$ cat config.mk
export PLATFORM = sky130hd
export DESIGN_NAME = uafe_ctrl
export DESIGN_NICKNAME = d
export VERILOG_FILES = /design/src/rtl/uafe_pkg.sv /design/src/rtl/uafe_ctrl.sv
export SDC_FILE = /design/constraint.sdc
export NUM_CORES = 1
export LEC_CHECK = 0
export BUFFER_PORTS_ARGS = -buffer_cell sky130_fd_sc_hd__clkbuf_2
export CAP_MARGIN = 15
export CELL_PAD_IN_SITES_DETAIL_PLACEMENT = 1
export CELL_PAD_IN_SITES_GLOBAL_PLACEMENT = 1
export CORE_AREA = 3 3 159 99
export DETAILED_ROUTE_END_ITERATION = 6
export DIE_AREA = 0 0 162 102
export GPL_TIMING_DRIVEN = 0
export PLACE_DENSITY = 0.85
export SLEW_MARGIN = 0
export SYNTH_ARGS = -nofsm -noshare
export SYNTH_HDL_FRONTEND = slang
export SYNTH_SLANG_ARGS = --single-unit
$ cat constraint.sdc
create_clock -name i_clk -period 4 [get_ports i_clk]
set_clock_uncertainty 0.1 [all_clocks]
set_input_delay 0.2 -clock i_clk [delete_from_list [all_inputs] [get_ports i_clk]]
set_output_delay 0.2 -clock i_clk [all_outputs]
set_load 0.01 [all_outputs]
$ cat src/rtl/uafe_pkg.sv
package uafe_pkg;

  // ==========================================================================
  // register indices
  localparam logic [5:0] UAFE_ADDR_FILTER    = 6'h10;
  localparam logic [5:0] UAFE_ADDR_FILTER2   = 6'h11;
  localparam logic [5:0] UAFE_ADDR_LOGAMP    = 6'h12;
  localparam logic [5:0] UAFE_ADDR_MODE      = 6'h14;
  localparam logic [5:0] UAFE_ADDR_DRIVE     = 6'h16;
  localparam logic [5:0] UAFE_ADDR_ECHO      = 6'h17;
  localparam logic [5:0] UAFE_ADDR_ZC        = 6'h18;
  localparam logic [5:0] UAFE_ADDR_STATUS    = 6'h1C;
  localparam logic [5:0] UAFE_ADDR_IRQ_STAT  = 6'h20;
  localparam logic [5:0] UAFE_ADDR_IRQ_MASK  = 6'h21;

  // ==========================================================================
  // field positions
  localparam int UAFE_FLT_HPF_BIT   = 6;
  localparam int UAFE_LOG_FIRST_BIT = 7;
  localparam int UAFE_LOG_LAST_BIT  = 6;
  localparam int UAFE_MODE_SLEEP    = 1;
  localparam int UAFE_MODE_STANDBY  = 0;
  localparam int UAFE_DRV_DISABLE   = 7;
  localparam int UAFE_ZC_EN_BIT     = 7;
  localparam int UAFE_ZC_GATE_BIT   = 6;
  localparam int UAFE_ECHO_RANGE    = 3;

  // ==========================================================================
  // reset values
  localparam logic [7:0] UAFE_RST_ZERO = 8'h00;
  localparam logic [7:0] UAFE_RST_MODE = 8'h02;

  // ==========================================================================
  // timing
  localparam int UAFE_CLK_HZ        = 50_000_000;
  localparam int UAFE_SUPPLY_WAIT_MS = 64;
  localparam int UAFE_SUPPLY_WAIT_CYC =
    UAFE_CLK_HZ / 1000 * UAFE_SUPPLY_WAIT_MS;

  // ==========================================================================
  // modes, gray along sleep-wait-standby-listen-burst
  typedef enum logic [2:0] {
    UAFE_ST_SLEEP   = 3'b000,
    UAFE_ST_WAIT    = 3'b001,
    UAFE_ST_STANDBY = 3'b011,
    UAFE_ST_LISTEN  = 3'b010,
    UAFE_ST_BURST   = 3'b110
  } uafe_state_type;

  // device state codes as reported
  localparam logic [1:0] UAFE_DEV_LISTEN  = 2'h0;
  localparam logic [1:0] UAFE_DEV_BURST   = 2'h1;
  localparam logic [1:0] UAFE_DEV_STANDBY = 2'h2;
  localparam logic [1:0] UAFE_DEV_SLEEP   = 2'h3;

endpackage : uafe_pkg

$ cat src/rtl/uafe_ctrl.sv
`timescale 1ns/1ps
module uafe_ctrl #(
  parameter int SUPPLY_WAIT_CYC = uafe_pkg::UAFE_SUPPLY_WAIT_CYC
) (
  // clock and reset
  input  wire logic       i_clk,
  input  wire logic       i_reset,
  // register port
  input  wire logic [5:0] i_addr,
  input  wire logic [7:0] i_wdata,
  input  wire logic       i_wr,
  input  wire logic       i_rd,
  output logic      [7:0] o_rdata,
  // analog status inputs, asynchronous
  input  wire logic       i_supply_ready,
  input  wire logic       i_env_above_thr,
  input  wire logic       i_zc_comparator,
  // burst sequencer events, same clock
  input  wire logic       i_burst_start,
  input  wire logic       i_burst_end,
  // analog control outputs
  output logic            o_supply_reg_on,
  output logic            o_tx_on,
  output logic            o_rx_on,
  output logic            o_filter_highpass,
  output logic      [5:0] o_filter_freq,
  output logic      [1:0] o_filter_quality,
  output logic      [3:0] o_filter_trim,
  output logic            o_log_first_stage_off,
  output logic            o_log_last_stage_off,
  output logic      [3:0] o_log_intercept_code,
  output logic      [3:0] o_echo_thr_code,
  output logic      [2:0] o_zc_stage_select,
  output logic      [1:0] o_zc_hysteresis,
  output logic      [1:0] o_dev_state,
  // pins
  output logic            o_echo_irq_pin,
  output logic            o_zero_cross_pin,
  output logic            o_irq
);
  import uafe_pkg::*;

  // ==========================================================================
  // configuration registers
  logic [7:0] filter_q, logamp_q, mode_q, drive_q, echo_q, zc_q;
  logic [7:0] irq_stat_q, irq_mask_q;
  logic [7:0] filter2_q;

  // register writes, always accepted in every mode
  always_ff @(posedge i_clk or posedge i_reset) begin
    if (i_reset) begin
      filter_q  <= UAFE_RST_ZERO;
      filter2_q <= UAFE_RST_ZERO;
      logamp_q  <= UAFE_RST_ZERO;
      mode_q    <= UAFE_RST_MODE;
      drive_q   <= UAFE_RST_ZERO;
      echo_q    <= UAFE_RST_ZERO;
      zc_q      <= UAFE_RST_ZERO;
      irq_mask_q <= UAFE_RST_ZERO;
    end else if (i_wr) begin
      if (i_addr == UAFE_ADDR_FILTER) begin
        filter_q <= i_wdata;
      end else if (i_addr == UAFE_ADDR_FILTER2) begin
        filter2_q <= i_wdata;
      end else if (i_addr == UAFE_ADDR_LOGAMP) begin
        logamp_q <= i_wdata;
      end else if (i_addr == UAFE_ADDR_MODE) begin
        mode_q <= i_wdata;
      end else if (i_addr == UAFE_ADDR_DRIVE) begin
        drive_q <= i_wdata;
      end else if (i_addr == UAFE_ADDR_ECHO) begin
        echo_q <= i_wdata;
      end else if (i_addr == UAFE_ADDR_ZC) begin
        zc_q <= i_wdata;
      end else if (i_addr == UAFE_ADDR_IRQ_MASK) begin
        irq_mask_q <= i_wdata;
      end
    end
  end

  // ==========================================================================
  // input synchronisers
  logic [2:0] sync1_q, sync2_q;

  always_ff @(posedge i_clk or posedge i_reset) begin
    if (i_reset) begin
      sync1_q <= 3'h0;
      sync2_q <= 3'h0;
    end else begin
      sync1_q <= {i_zc_comparator, i_env_above_thr, i_supply_ready};
      sync2_q <= sync1_q;
    end
  end

  logic supply_ready_s, zc_s;
  assign supply_ready_s = sync2_q[0];
  assign zc_s           = sync2_q[2];

  // ==========================================================================
  // mode machine
  uafe_state_type state_q;
  logic [$clog2(SUPPLY_WAIT_CYC+1)-1:0] wait_q;
  logic sleep_req, stby_req, drv_off, wait_done;

  assign sleep_req = mode_q[UAFE_MODE_SLEEP];
  assign stby_req  = mode_q[UAFE_MODE_STANDBY];
  assign drv_off   = drive_q[UAFE_DRV_DISABLE];
  // ready, timeout, or regulator off
  assign wait_done = supply_ready_s || drv_off
    || (wait_q >= ($bits(wait_q))'(SUPPLY_WAIT_CYC - 1));

  // supply wait counter
  always_ff @(posedge i_clk or posedge i_reset) begin
    if (i_reset) begin
      wait_q <= '0;
    end else if (state_q == UAFE_ST_WAIT) begin
      wait_q <= wait_q + 1'b1;
    end else begin
      wait_q <= '0;
    end
  end

  // state transitions
  always_ff @(posedge i_clk or posedge i_reset) begin
    if (i_reset) begin
      state_q <= UAFE_ST_SLEEP;
    end else if (sleep_req) begin
      state_q <= UAFE_ST_SLEEP;
    end else begin
      case (state_q)
        UAFE_ST_SLEEP: begin
          state_q <= UAFE_ST_WAIT;
        end
        UAFE_ST_WAIT: begin
          if (wait_done) begin
            state_q <= stby_req ? UAFE_ST_STANDBY : UAFE_ST_LISTEN;
          end
        end
        UAFE_ST_STANDBY: begin
          if (!stby_req) begin
            state_q <= UAFE_ST_LISTEN;
          end
        end
        UAFE_ST_LISTEN: begin
          if (stby_req) begin
            state_q <= UAFE_ST_STANDBY;
          end else if (i_burst_start) begin
            state_q <= UAFE_ST_BURST;
          end
        end
        UAFE_ST_BURST: begin
          if (stby_req) begin
            state_q <= UAFE_ST_STANDBY;
          end else if (i_burst_end) begin
            state_q <= UAFE_ST_LISTEN;
          end
        end
        default: begin
          state_q <= UAFE_ST_SLEEP;
        end
      endcase
    end
  end

  // ==========================================================================
  // block enables and reported state
  always_ff @(posedge i_clk or posedge i_reset) begin
    if (i_reset) begin
      o_supply_reg_on <= 1'b0;
      o_tx_on         <= 1'b0;
      o_rx_on         <= 1'b0;
      o_dev_state     <= UAFE_DEV_SLEEP;
    end else begin
      o_supply_reg_on <= (state_q != UAFE_ST_SLEEP) && !drv_off;
      o_tx_on <= (state_q == UAFE_ST_BURST);
      o_rx_on <= (state_q == UAFE_ST_LISTEN)
              || (state_q == UAFE_ST_BURST);
      case (state_q)
        UAFE_ST_BURST:   o_dev_state <= UAFE_DEV_BURST;
        UAFE_ST_LISTEN:  o_dev_state <= UAFE_DEV_LISTEN;
        UAFE_ST_STANDBY: o_dev_state <= UAFE_DEV_STANDBY;
        default:         o_dev_state <= UAFE_DEV_SLEEP;
      endcase
    end
  end

  // ==========================================================================
  // analog configuration fields
  always_ff @(posedge i_clk or posedge i_reset) begin
    if (i_reset) begin
      o_filter_highpass     <= 1'b0;
      o_filter_freq         <= 6'h00;
      o_filter_quality      <= 2'h0;
      o_filter_trim         <= 4'h0;
      o_log_first_stage_off <= 1'b0;
      o_log_last_stage_off  <= 1'b0;
      o_log_intercept_code  <= 4'h0;
      o_echo_thr_code       <= 4'h0;
      o_zc_stage_select     <= 3'h0;
      o_zc_hysteresis       <= 2'h0;
    end else begin
      o_filter_highpass <= filter_q[UAFE_FLT_HPF_BIT];
      o_filter_freq     <= filter_q[5:0];
      // quality and trim forced neutral in highpass mode
      o_filter_quality  <= filter_q[UAFE_FLT_HPF_BIT] ? 2'h0
                                                      : filter2_q[5:4];
      o_filter_trim     <= filter_q[UAFE_FLT_HPF_BIT] ? 4'h0
                                                      : filter2_q[3:0];
      o_log_first_stage_off <= logamp_q[UAFE_LOG_FIRST_BIT];
      o_log_last_stage_off  <= logamp_q[UAFE_LOG_LAST_BIT];
      o_log_intercept_code  <= logamp_q[3:0];
      // range bit joins select into the threshold code
      o_echo_thr_code <= {echo_q[UAFE_ECHO_RANGE], echo_q[2:0]};
      o_zc_stage_select <= zc_q[5:3];
      o_zc_hysteresis   <= zc_q[1:0];
    end
  end

  // ==========================================================================
  // echo irq pin: registered rise, asynchronous fall
  // comparator low clears the flop at once; rise waits for synced level
  logic echo_rst;
  assign echo_rst = i_reset || !i_env_above_thr;

  always_ff @(posedge i_clk or posedge echo_rst) begin
    if (echo_rst) begin
      o_echo_irq_pin <= 1'b0;
    end else begin
      o_echo_irq_pin <= sync2_q[1];
    end
  end

  // ==========================================================================
  // zero cross pin
  logic zc_en, zc_gate;
  assign zc_en   = zc_q[UAFE_ZC_EN_BIT];
  assign zc_gate = zc_q[UAFE_ZC_GATE_BIT];

  always_ff @(posedge i_clk or posedge i_reset) begin
    if (i_reset) begin
      o_zero_cross_pin <= 1'b0;
    end else if (!zc_en) begin
      o_zero_cross_pin <= 1'b0;
    end else if (zc_gate && !o_echo_irq_pin) begin
      o_zero_cross_pin <= 1'b0;
    end else begin
      o_zero_cross_pin <= zc_s;
    end
  end

  // ==========================================================================
  // interrupt status: echo rise, burst end, supply ready
  logic echo_prev_q, ready_prev_q;
  logic [7:0] ev;
  logic rd_stat;
  assign rd_stat = i_rd && (i_addr == UAFE_ADDR_IRQ_STAT);
  assign ev = {5'h00, supply_ready_s && !ready_prev_q,
               i_burst_end && (state_q == UAFE_ST_BURST),
               o_echo_irq_pin && !echo_prev_q};

  // sticky bits, set wins over read clear
  always_ff @(posedge i_clk or posedge i_reset) begin
    if (i_reset) begin
      irq_stat_q   <= 8'h00;
      echo_prev_q  <= 1'b0;
      ready_prev_q <= 1'b0;
    end else begin
      echo_prev_q  <= o_echo_irq_pin;
      ready_prev_q <= supply_ready_s;
      irq_stat_q   <= (rd_stat ? 8'h00 : irq_stat_q) | ev;
    end
  end

  // interrupt output
  always_ff @(posedge i_clk or posedge i_reset) begin
    if (i_reset) begin
      o_irq <= 1'b0;
    end else begin
      o_irq <= |(((rd_stat ? 8'h00 : irq_stat_q) | ev) & irq_mask_q);
    end
  end

  // ==========================================================================
  // read data, one cycle after strobe
  always_ff @(posedge i_clk or posedge i_reset) begin
    if (i_reset) begin
      o_rdata <= 8'h00;
    end else if (i_rd) begin
      if (i_addr == UAFE_ADDR_FILTER) begin
        o_rdata <= filter_q;
      end else if (i_addr == UAFE_ADDR_FILTER2) begin
        o_rdata <= filter2_q;
      end else if (i_addr == UAFE_ADDR_LOGAMP) begin
        o_rdata <= logamp_q;
      end else if (i_addr == UAFE_ADDR_MODE) begin
        o_rdata <= mode_q;
      end else if (i_addr == UAFE_ADDR_DRIVE) begin
        o_rdata <= drive_q;
      end else if (i_addr == UAFE_ADDR_ECHO) begin
        o_rdata <= echo_q;
      end else if (i_addr == UAFE_ADDR_ZC) begin
        o_rdata <= zc_q;
      end else if (i_addr == UAFE_ADDR_STATUS) begin
        o_rdata <= {2'h0, supply_ready_s, 3'h0, o_dev_state};
      end else if (i_addr == UAFE_ADDR_IRQ_STAT) begin
        o_rdata <= irq_stat_q;
      end else if (i_addr == UAFE_ADDR_IRQ_MASK) begin
        o_rdata <= irq_mask_q;
      end else begin
        o_rdata <= 8'h00;
      end
    end else begin
      o_rdata <= 8'h00;
    end
  end

  // ==========================================================================
  // checks
  sleep_wins_a: assert property (@(posedge i_clk) disable iff (i_reset)
    sleep_req |=> state_q == UAFE_ST_SLEEP)
    else $error("sleep request not honoured");
  sleep_off_a: assert property (@(posedge i_clk) disable iff (i_reset)
    state_q == UAFE_ST_SLEEP |=> !o_supply_reg_on && !o_tx_on && !o_rx_on)
    else $error("blocks active in sleep");
  drv_skip_a: assert property (@(posedge i_clk) disable iff (i_reset)
    (state_q == UAFE_ST_WAIT && drv_off && !sleep_req)
      |=> state_q != UAFE_ST_WAIT)
    else $error("supply wait not skipped");
  wait_bound_a: assert property (@(posedge i_clk) disable iff (i_reset)
    wait_q <= ($bits(wait_q))'(SUPPLY_WAIT_CYC))
    else $error("supply wait overran");
  stby_rx_a: assert property (@(posedge i_clk) disable iff (i_reset)
    state_q == UAFE_ST_STANDBY |=> !o_rx_on && !o_tx_on)
    else $error("analog on in standby");
  burst_go_a: assert property (@(posedge i_clk) disable iff (i_reset)
    (state_q == UAFE_ST_LISTEN && i_burst_start && !stby_req && !sleep_req)
      |=> state_q == UAFE_ST_BURST ##1 o_tx_on && o_rx_on)
    else $error("burst not entered");
  zc_off_a: assert property (@(posedge i_clk) disable iff (i_reset)
    !zc_en |=> !o_zero_cross_pin)
    else $error("zero cross active while off");
  zc_gate_a: assert property (@(posedge i_clk) disable iff (i_reset)
    (zc_en && zc_gate && !o_echo_irq_pin) |=> !o_zero_cross_pin)
    else $error("zero cross not gated");
  echo_rise_a: assert property (@(posedge i_clk) disable iff (i_reset)
    (sync2_q[1] && i_env_above_thr) ##1 i_env_above_thr |-> o_echo_irq_pin)
    else $error("echo irq missing");
  hpf_mask_a: assert property (@(posedge i_clk) disable iff (i_reset)
    filter_q[UAFE_FLT_HPF_BIT] |=> o_filter_trim == 4'h0)
    else $error("trim passed in highpass");
  burst_c: cover property (@(posedge i_clk) disable iff (i_reset)
    state_q == UAFE_ST_BURST ##1 state_q == UAFE_ST_LISTEN);
  wake_c: cover property (@(posedge i_clk) disable iff (i_reset)
    state_q == UAFE_ST_WAIT ##1 state_q == UAFE_ST_STANDBY);
  zc_c: cover property (@(posedge i_clk) disable iff (i_reset)
    o_zero_cross_pin && o_echo_irq_pin);

endmodule : uafe_ctrl

==> flow_metrics.env, run 1 <==
export IMPL_clock_tree_buffer_depth=2
export IMPL_report_final_setup_viol=0
export IMPL_detailedPlacementHpwl_mm=12.0
export IMPL_syn_avg_cell_area_um2=12.6
export IMPL_globalRoute_totalOverflow=0
export IMPL_globalplace_congestion=0.851
export IMPL_worst_path_largest_cell_delay_ps=850
export IMPL_netlist_cell_type_count=54
export IMPL_synth_area_leaders="sky130_fd_sc_hd__dfrtp_1 59%, sky130_fd_sc_hd__mux2_2 12%, sky130_fd_sc_hd__nor2_1 2.1%"
export IMPL_maximum_number_of_pins_on_one_net_before_global_route_repair=38
export IMPL_dieHeight_um=102
export IMPL_finalCriticalPeriod_ps=2510
export IMPL_start_util_pct=42.9
export IMPL_hold_buffers=5
export IMPL_pin_count=67
export IMPL_power_combinational_fraction_pct=12.0
export IMPL_sequential_share_of_power_pct=44.1
export IMPL_power_switching_share_pct=25.5
export IMPL_synth_seq_area_share_pct=60.5
export IMPL_timing_hold_worst_class="in2reg"
export IMPL_crit_path_end_kind="flop"
export IMPL_groute_usage_overall_pct=22.5
export IMPL_numPortBuffers=63
export IMPL_share_of_cells_above_drive_strength_1_pct=31.5
export IMPL_cts_root_buf="sky130_fd_sc_hd__clkbuf_16"
export IMPL_placement_rows=34
export IMPL_pwr_density_cell_nw_per_um2=553
export IMPL_top_usage_layer="met2"
export IMPL_number_of_global_route_vias_before_repair=4834
export IMPL_ctsHtreeMaxLevel=4
export IMPL_crit_fanout=7
export IMPL_finalMaxSlewViolations=0
export IMPL_met2_usage_pct=36.2
export IMPL_clock_fmax_ghz=0.399
export IMPL_clk_latency_ps=420
export IMPL_nets=606
export IMPL_post_drt_wl_per_cell_um=22.3
export IMPL_syn2layout_area_growth_pct=22.3
export IMPL_crit_required_ps=4180
export IMPL_die_area_um2=16500
export IMPL_die_width_um=162
export IMPL_grt_first_pass_wirelength_mm=28.0
export IMPL_antenna_left=0
export IMPL_internal_power_w=0.00311
export IMPL_share_of_the_clock_period_used_by_the_worst_path_after_layout_pct=62.6
export IMPL_switchingPower_w=0.00107
export IMPL_synth_top_cells_by_count="146 x sky130_fd_sc_hd__dfrtp_1, 67 x sky130_fd_sc_hd__mux2_2, 35 x sky130_fd_sc_hd__nor2_1, 26 x sky130_fd_sc_hd__a21oi_1, 18 x sky130_fd_sc_hd__nand2_1"
export IMPL_grt_met3_usage_pct=5.31
export IMPL_post_cts_setup_buffer_count=0
export IMPL_antennaDiodeCount=0
export IMPL_synth_top_area_share_pct=59.2
export IMPL_drt_total_wl_mm=17.6
export IMPL_tightest_slew_ps=898
export IMPL_postCtsResizedCells=0
export IMPL_synth_most_common_cell="sky130_fd_sc_hd__dfrtp_1"
export IMPL_tritoncts="yes"
export IMPL_synth_seq_cells=149
export IMPL_firstDrtPassIters=7
export IMPL_pwr_share_clk_pct=43.9
export IMPL_drtIter0Drc=302
export IMPL_synthesized_net_count=514
export IMPL_clock_transition_at_the_register_clock_pins_on_the_worst_setup_and_hold_paths_after_cts_ps=60
export IMPL_post_route_util_pct=52.5
export IMPL_worst_endpoint_arrival_ps=2690
export IMPL_async_flop_share_pct=100
export IMPL_core_area_um2=14400
export IMPL_worstPathCellList="ha_1, nand4_1, nor4_1, nand3_1, xor2_1, nor2_1"
export IMPL_power_ir_vdd_worst_v=0.000304
export IMPL_synth_enable_flop_cells=0
export IMPL_cellLeakagePower_nw=3.51
export IMPL_synth_main_ff_cell="sky130_fd_sc_hd__dfrtp_1"
export IMPL_drv_max_cap_violation_count=0
export IMPL_via_count=4523
export IMPL_drcViolationCount=0
export IMPL_synthDominantAreaCellType="sky130_fd_sc_hd__dfrtp_1"
export IMPL_syn_instance_count=490
export IMPL_critical_path_slowest_cell="sky130_fd_sc_hd__nor4_1"
export IMPL_setup_tns_ps=0
export IMPL_worst_setup_path_type="reg2reg"
export IMPL_vias_per_cell=5.71
export IMPL_clock_sinks=149
export IMPL_yosysWarningCount=0
export IMPL_grtUsageMet1_pct=31.1
export IMPL_outcome="finished, final reports clean"
export IMPL_tritoncts_buffer_count=17
export IMPL_netlist_area_um2=6170
export IMPL_finalHoldViolations=0
export IMPL_rsz_0062_raised_after_global_routing="no"
export IMPL_max_slew_margin_pct=39.6
export IMPL_antenna_found_initial=0
export IMPL_startpoint_type="flop"
cell families (layout without fill, tap and decap cells):
kind of cell	Yosys count	count (layout)	share of synthesized area [%]
simple gates	131	131	11.4
mux	76	76	13.7
xor+xnor	17	17	2.41
buf+inv	28	132	1.76
fa+ha+maj	1	1	0.203
flops	149	149	60.5
compound gates	88	88	10.0
metal layers:
metal,vias up,routed length [um]
li1,1959,-
met1,2384,8290
met2,156,8200
met3,24,898
met4,0,251
met5,-,0
layout make-up:
class | instances | area, um2
clock inverter | 8 | 168
multi-input combinational | 313 | 2330
sequential | 149 | 3730
buffer | 16 | 63.8
timing repair buffer | 73 | 450
fill | 1516 | 6830
tap | 198 | 248
clock buffer | 23 | 508
inverter | 12 | 48.8
power groups by stage:
stage                     Sequential [W]  Clock, W  Combinational (W)
final                            0.00184   0.00183           0.000502
after global routing             0.00186   0.00191           0.000553
after CTS                        0.00184   0.00185           0.000508
after detailed placement         0.00186         0           0.000490
after global placement           0.00184         0           0.000452
after floorplan                  0.00184         0           0.000279
worst paths after layout:
kind	start	endpoint	slack, ps	cells after the start
max in group asynchronous	i_reset	o_dev_state[0]	2470	6
min in group asynchronous	i_reset	wait_q[11]	250	3
max	wait_q[0]	wait_q[18]	1490	6
max reg2reg	wait_q[0]	wait_q[18]	1490	6
min reg2reg	sync1_q[1]	sync2_q[1]	250	0
min	i_burst_end	irq_stat_q[1]	20	2
through the flow:
stage | setup WS (ps) | cells | total power (W) | instance area [um2] | hold WS (ps)
final | 1490 | 792 | 0.00417 | 7550 | 20.7
after global routing | 1300 | 792 | 0.00432 | 7550 | 35.7
after CTS | 1520 | 791 | 0.00419 | 7540 | 8.92
after detailed placement | 1480 | 755 | 0.00235 | 6820 | 5.17
after global placement | 1050 | 751 | 0.00229 | 6740 | -9.74
after floorplan | 1840 | 490 | 0.00212 | 6170 | -126
critical path: cells and delay by family, from the launching register on:
kind / cells / cell delay, ps
adders and majority gates: 1 / 250
xor gates and xnor gates: 1 / 190
DFF: 1 / 410
and+or+nand+nor: 4 / 1400
flip-flops by register name, summed over array words and instances (netlist names), 4 cells and up:
signal / cells
drive_q: 8
echo_q: 8
filter2_q: 8
filter_q: 8
irq_mask_q: 8
irq_stat_q: 8
logamp_q: 8
mode_q: 8
o_echo_thr_code: 4
o_filter_freq: 6
o_filter_trim: 4
o_log_intercept_code: 4
o_rdata: 8
wait_q: 22
zc_q: 8
placed cells by master (no fill, tap or decap), drive strengths merged, types with 3 or more instances in the layout:
master         n
a221o          5
mux2          67
or3            4
a211o          3
nand2         20
xor2          12
a222oi         4
nor4           5
nand4          6
nand2b         6
clkinv         3
dfrtp        146
mux2i          9
a21oi         26
o21ai         15
dfstp          3
and3           5
bufinv         5
and2           5
inv           10
nor3          12
dlygate4sd3    5
clkbuf        97
xnor2          5
buf           10
nor2b          9
nand3         16
a22oi         11
o31ai          3
o2bb2ai        6
nor2          37
Note: power is estimated with default switching activity, not from simulation.
==> inputs of run 2 (changes only) <==
--- a/config.mk
+++ b/config.mk
@@ -9,11 +9,11 @@
 export CAP_MARGIN = 15
 export CELL_PAD_IN_SITES_DETAIL_PLACEMENT = 1
 export CELL_PAD_IN_SITES_GLOBAL_PLACEMENT = 1
-export CORE_AREA = 3 3 159 99
+export CORE_AREA = 3 3 152 95
 export DETAILED_ROUTE_END_ITERATION = 6
-export DIE_AREA = 0 0 162 102
+export DIE_AREA = 0 0 155 98
 export GPL_TIMING_DRIVEN = 0
-export PLACE_DENSITY = 0.85
+export PLACE_DENSITY = 0.88
 export SLEW_MARGIN = 0
 export SYNTH_ARGS = -nofsm -noshare
 export SYNTH_HDL_FRONTEND = slang
==> constraint.sdc (replaced) <==
create_clock -name i_clk -period 2.35 [get_ports i_clk]
set_clock_uncertainty 0.1 [all_clocks]
set_input_delay 0.1175 -clock i_clk [delete_from_list [all_inputs] [get_ports i_clk]]
set_output_delay 0.1175 -clock i_clk [all_outputs]
set_load 0.01 [all_outputs]
==> run 2 against run 1 <==
Effect of this change: non-clock buffer count grew 8; via count up 4.6%; sequential share of layout area increased by 0.17 points; critical path depth increased by 1; clock-buffer cell count decreased by 6; critical path type is now in2reg; largest cell class unchanged; largest power group unchanged; highest routed layer unchanged.
==> flow_metrics.env, run 2 (synthesized netlist as in run 1, its figures left out) <==
export IMPL_start_util_pct=47.7
export IMPL_reg2regPathDepth=6
export IMPL_clock_sinks=149
export IMPL_globalRoute_totalOverflow=0
export IMPL_antennaDiodeCount=0
export IMPL_dieHeight_um=98
export IMPL_report_final_setup_viol=0
export IMPL_worst_setup_path_type="in2reg"
export IMPL_top_register="wait_q"
export IMPL_stdcell_area_um2=7520
export IMPL_switchingPower_w=0.00200
export IMPL_clock_tree_buffer_depth=2
export IMPL_via_count=4731
export IMPL_ctsHtreeMaxLevel=4
export IMPL_numPortBuffers=63
export IMPL_worstReg2RegEnd="wait_q[16]"
export IMPL_tightest_slew_ps=933
export IMPL_outcome="finished, final reports clean"
export IMPL_timing_hold_worst_class="in2reg"
export IMPL_finalCriticalPeriod_ps=2240
export IMPL_crit_required_ps=2560
export IMPL_syn2layout_area_growth_pct=21.9
export IMPL_drv_max_cap_violation_count=0
export IMPL_timing_critical_path_to="mode_q[7]"
export IMPL_post_route_util_pct=58.1
export IMPL_dpl_cell_count=726
export IMPL_largest_reg_flops=22
export IMPL_internal_power_w=0.00485
export IMPL_power_combinational_fraction_pct=13.5
export IMPL_power_switching_share_pct=29.2
export IMPL_critical_path_reg2reg_startpoint="wait_q[1]"
export IMPL_pwr_density_cell_nw_per_um2=910
export IMPL_crit_path_end_kind="flop"
export IMPL_firstDrtPassIters=5
export IMPL_startpoint_type="input pin"
export IMPL_worst_endpoint_arrival_ps=2450
export IMPL_place_area_um2=6760
export IMPL_mostFrequentLayoutCell="sky130_fd_sc_hd__dfrtp_1"
export IMPL_sequential_share_of_power_pct=45.8
export IMPL_maximum_number_of_pins_on_one_net_before_global_route_repair=42
export IMPL_antenna_found_initial=0
export IMPL_groute_usage_overall_pct=26.4
export IMPL_cts_root_buf="sky130_fd_sc_hd__clkbuf_16"
export IMPL_post_drt_wl_per_cell_um=25.0
export IMPL_drt_total_wl_mm=19.3
export IMPL_finalHoldViolations=0
export IMPL_drtIter0Drc=416
export IMPL_globalplace_congestion=0.871
export IMPL_grt_first_pass_wirelength_mm=30.4
export IMPL_detailedPlacementHpwl_mm=12.0
export IMPL_number_of_global_route_vias_before_repair=5195
export IMPL_core_area_um2=12900
export IMPL_tritoncts="yes"
export IMPL_pin_count=67
export IMPL_power_ir_vdd_worst_v=0.000409
export IMPL_pwr_share_clk_pct=40.6
export IMPL_layout_common_cells="146 x sky130_fd_sc_hd__dfrtp_1, 67 x sky130_fd_sc_hd__mux2_2, 63 x sky130_fd_sc_hd__clkbuf_2"
export IMPL_max_slew_margin_pct=37.7
export IMPL_placement_rows=32
export IMPL_die_area_um2=15200
export IMPL_tritoncts_buffer_count=17
export IMPL_clk_latency_ps=430
export IMPL_die_width_um=155
export IMPL_nets=614
export IMPL_clock_fmax_ghz=0.447
export IMPL_antenna_left=0
export IMPL_clock_transition_at_the_register_clock_pins_on_the_worst_setup_and_hold_paths_after_cts_ps=70
export IMPL_startpoint="i_addr[5]"
export IMPL_finalMaxSlewViolations=0
export IMPL_share_of_the_clock_period_used_by_the_worst_path_after_layout_pct=95.2
export IMPL_crit_fanout=10
export IMPL_final_cell_count_no_fill=773
export IMPL_vias_per_cell=6.12
export IMPL_worst_r2r_setup_slack_ps=130
export IMPL_share_of_cells_above_drive_strength_1_pct=32.2
export IMPL_cellLeakagePower_nw=3.49
export IMPL_drcViolationCount=0
-- run 2: cell types whose count changed in the layout (fill, tap and decap cells not counted), sizes merged --
cell         before  now
inv              10   17
clkinvlp          2    5
buf              10   12
dlygate4sd3       5   12
bufinv            5    2
clkbuf           97   90
-- run 2: per-stage QoR --
stage                     setup TNS (ps)  total power (W)  setup WS (ps)  hold slack [ps]
after CTS                              0          0.00685           54.9             10.8
after detailed placement           -2290          0.00399           -179            -69.7
after global placement            -73400          0.00390           -509            -92.8
final                                  0          0.00685            114             20.6
after floorplan                        0          0.00360            274             -209
after global routing               -22.7          0.00710          -17.9             24.0
-- run 2: final cells by class --
type / count / area [um2]
Multi-Input combinational cell: 313 / 2350
Tap cell: 170 / 213
Buffer: 16 / 63.8
Clock inverter: 15 / 168
Timing Repair Buffer: 81 / 518
Clock buffer: 17 / 425
Sequential cell: 149 / 3730
Inverter: 12 / 48.8
Fill cell: 1294 / 5410
-- run 2: worst min-delay path by stage --
stage	start	endpoint	cells after the start
2_1_floorplan	i_reset	o_echo_irq_pin	1
3_3_place_gp	i_env_above_thr	o_echo_irq_pin	2
3_5_place_dp	i_env_above_thr	o_echo_irq_pin	2
4_1_cts	i_wdata[1]	logamp_q[1]	2
5_1_grt	i_wdata[1]	logamp_q[1]	2
6_report	i_wdata[0]	filter2_q[0]	2
-- run 2: power by group through the flow --
stage	Sequential, W	Clock, W	Combinational [W]
after floorplan	0.00313	0	0.000475
after global placement	0.00313	0	0.000771
after detailed placement	0.00316	0	0.000837
after CTS	0.00313	0.00280	0.000916
after global routing	0.00316	0.00293	0.00101
final	0.00314	0.00278	0.000925
-- run 2: what timing repair did --
item | CTS | global route
resized for setup | 1 | 5
pin swaps | 1 | 2
setup buffers | 3 | 0
hold buffers | 12 | 0
hold endpoints to repair | 78 | 0
setup endpoints to repair | 4 | 14
-- run 2: routing by layer --
layer,global-route usage [%],routed length (um)
met5,0,0
met4,10.7,573
met3,5.85,1290
met2,42.0,9280
met1,35.4,8150
-- run 2: worst max-delay path: stages --
cell                       delay, ps
sky130_fd_sc_hd__clkbuf_2        100
sky130_fd_sc_hd__nand2b_1        150
sky130_fd_sc_hd__clkbuf_1        280
sky130_fd_sc_hd__nor2_1          430
sky130_fd_sc_hd__nand3_1         220
sky130_fd_sc_hd__nor3_2          710
sky130_fd_sc_hd__mux2_2          430
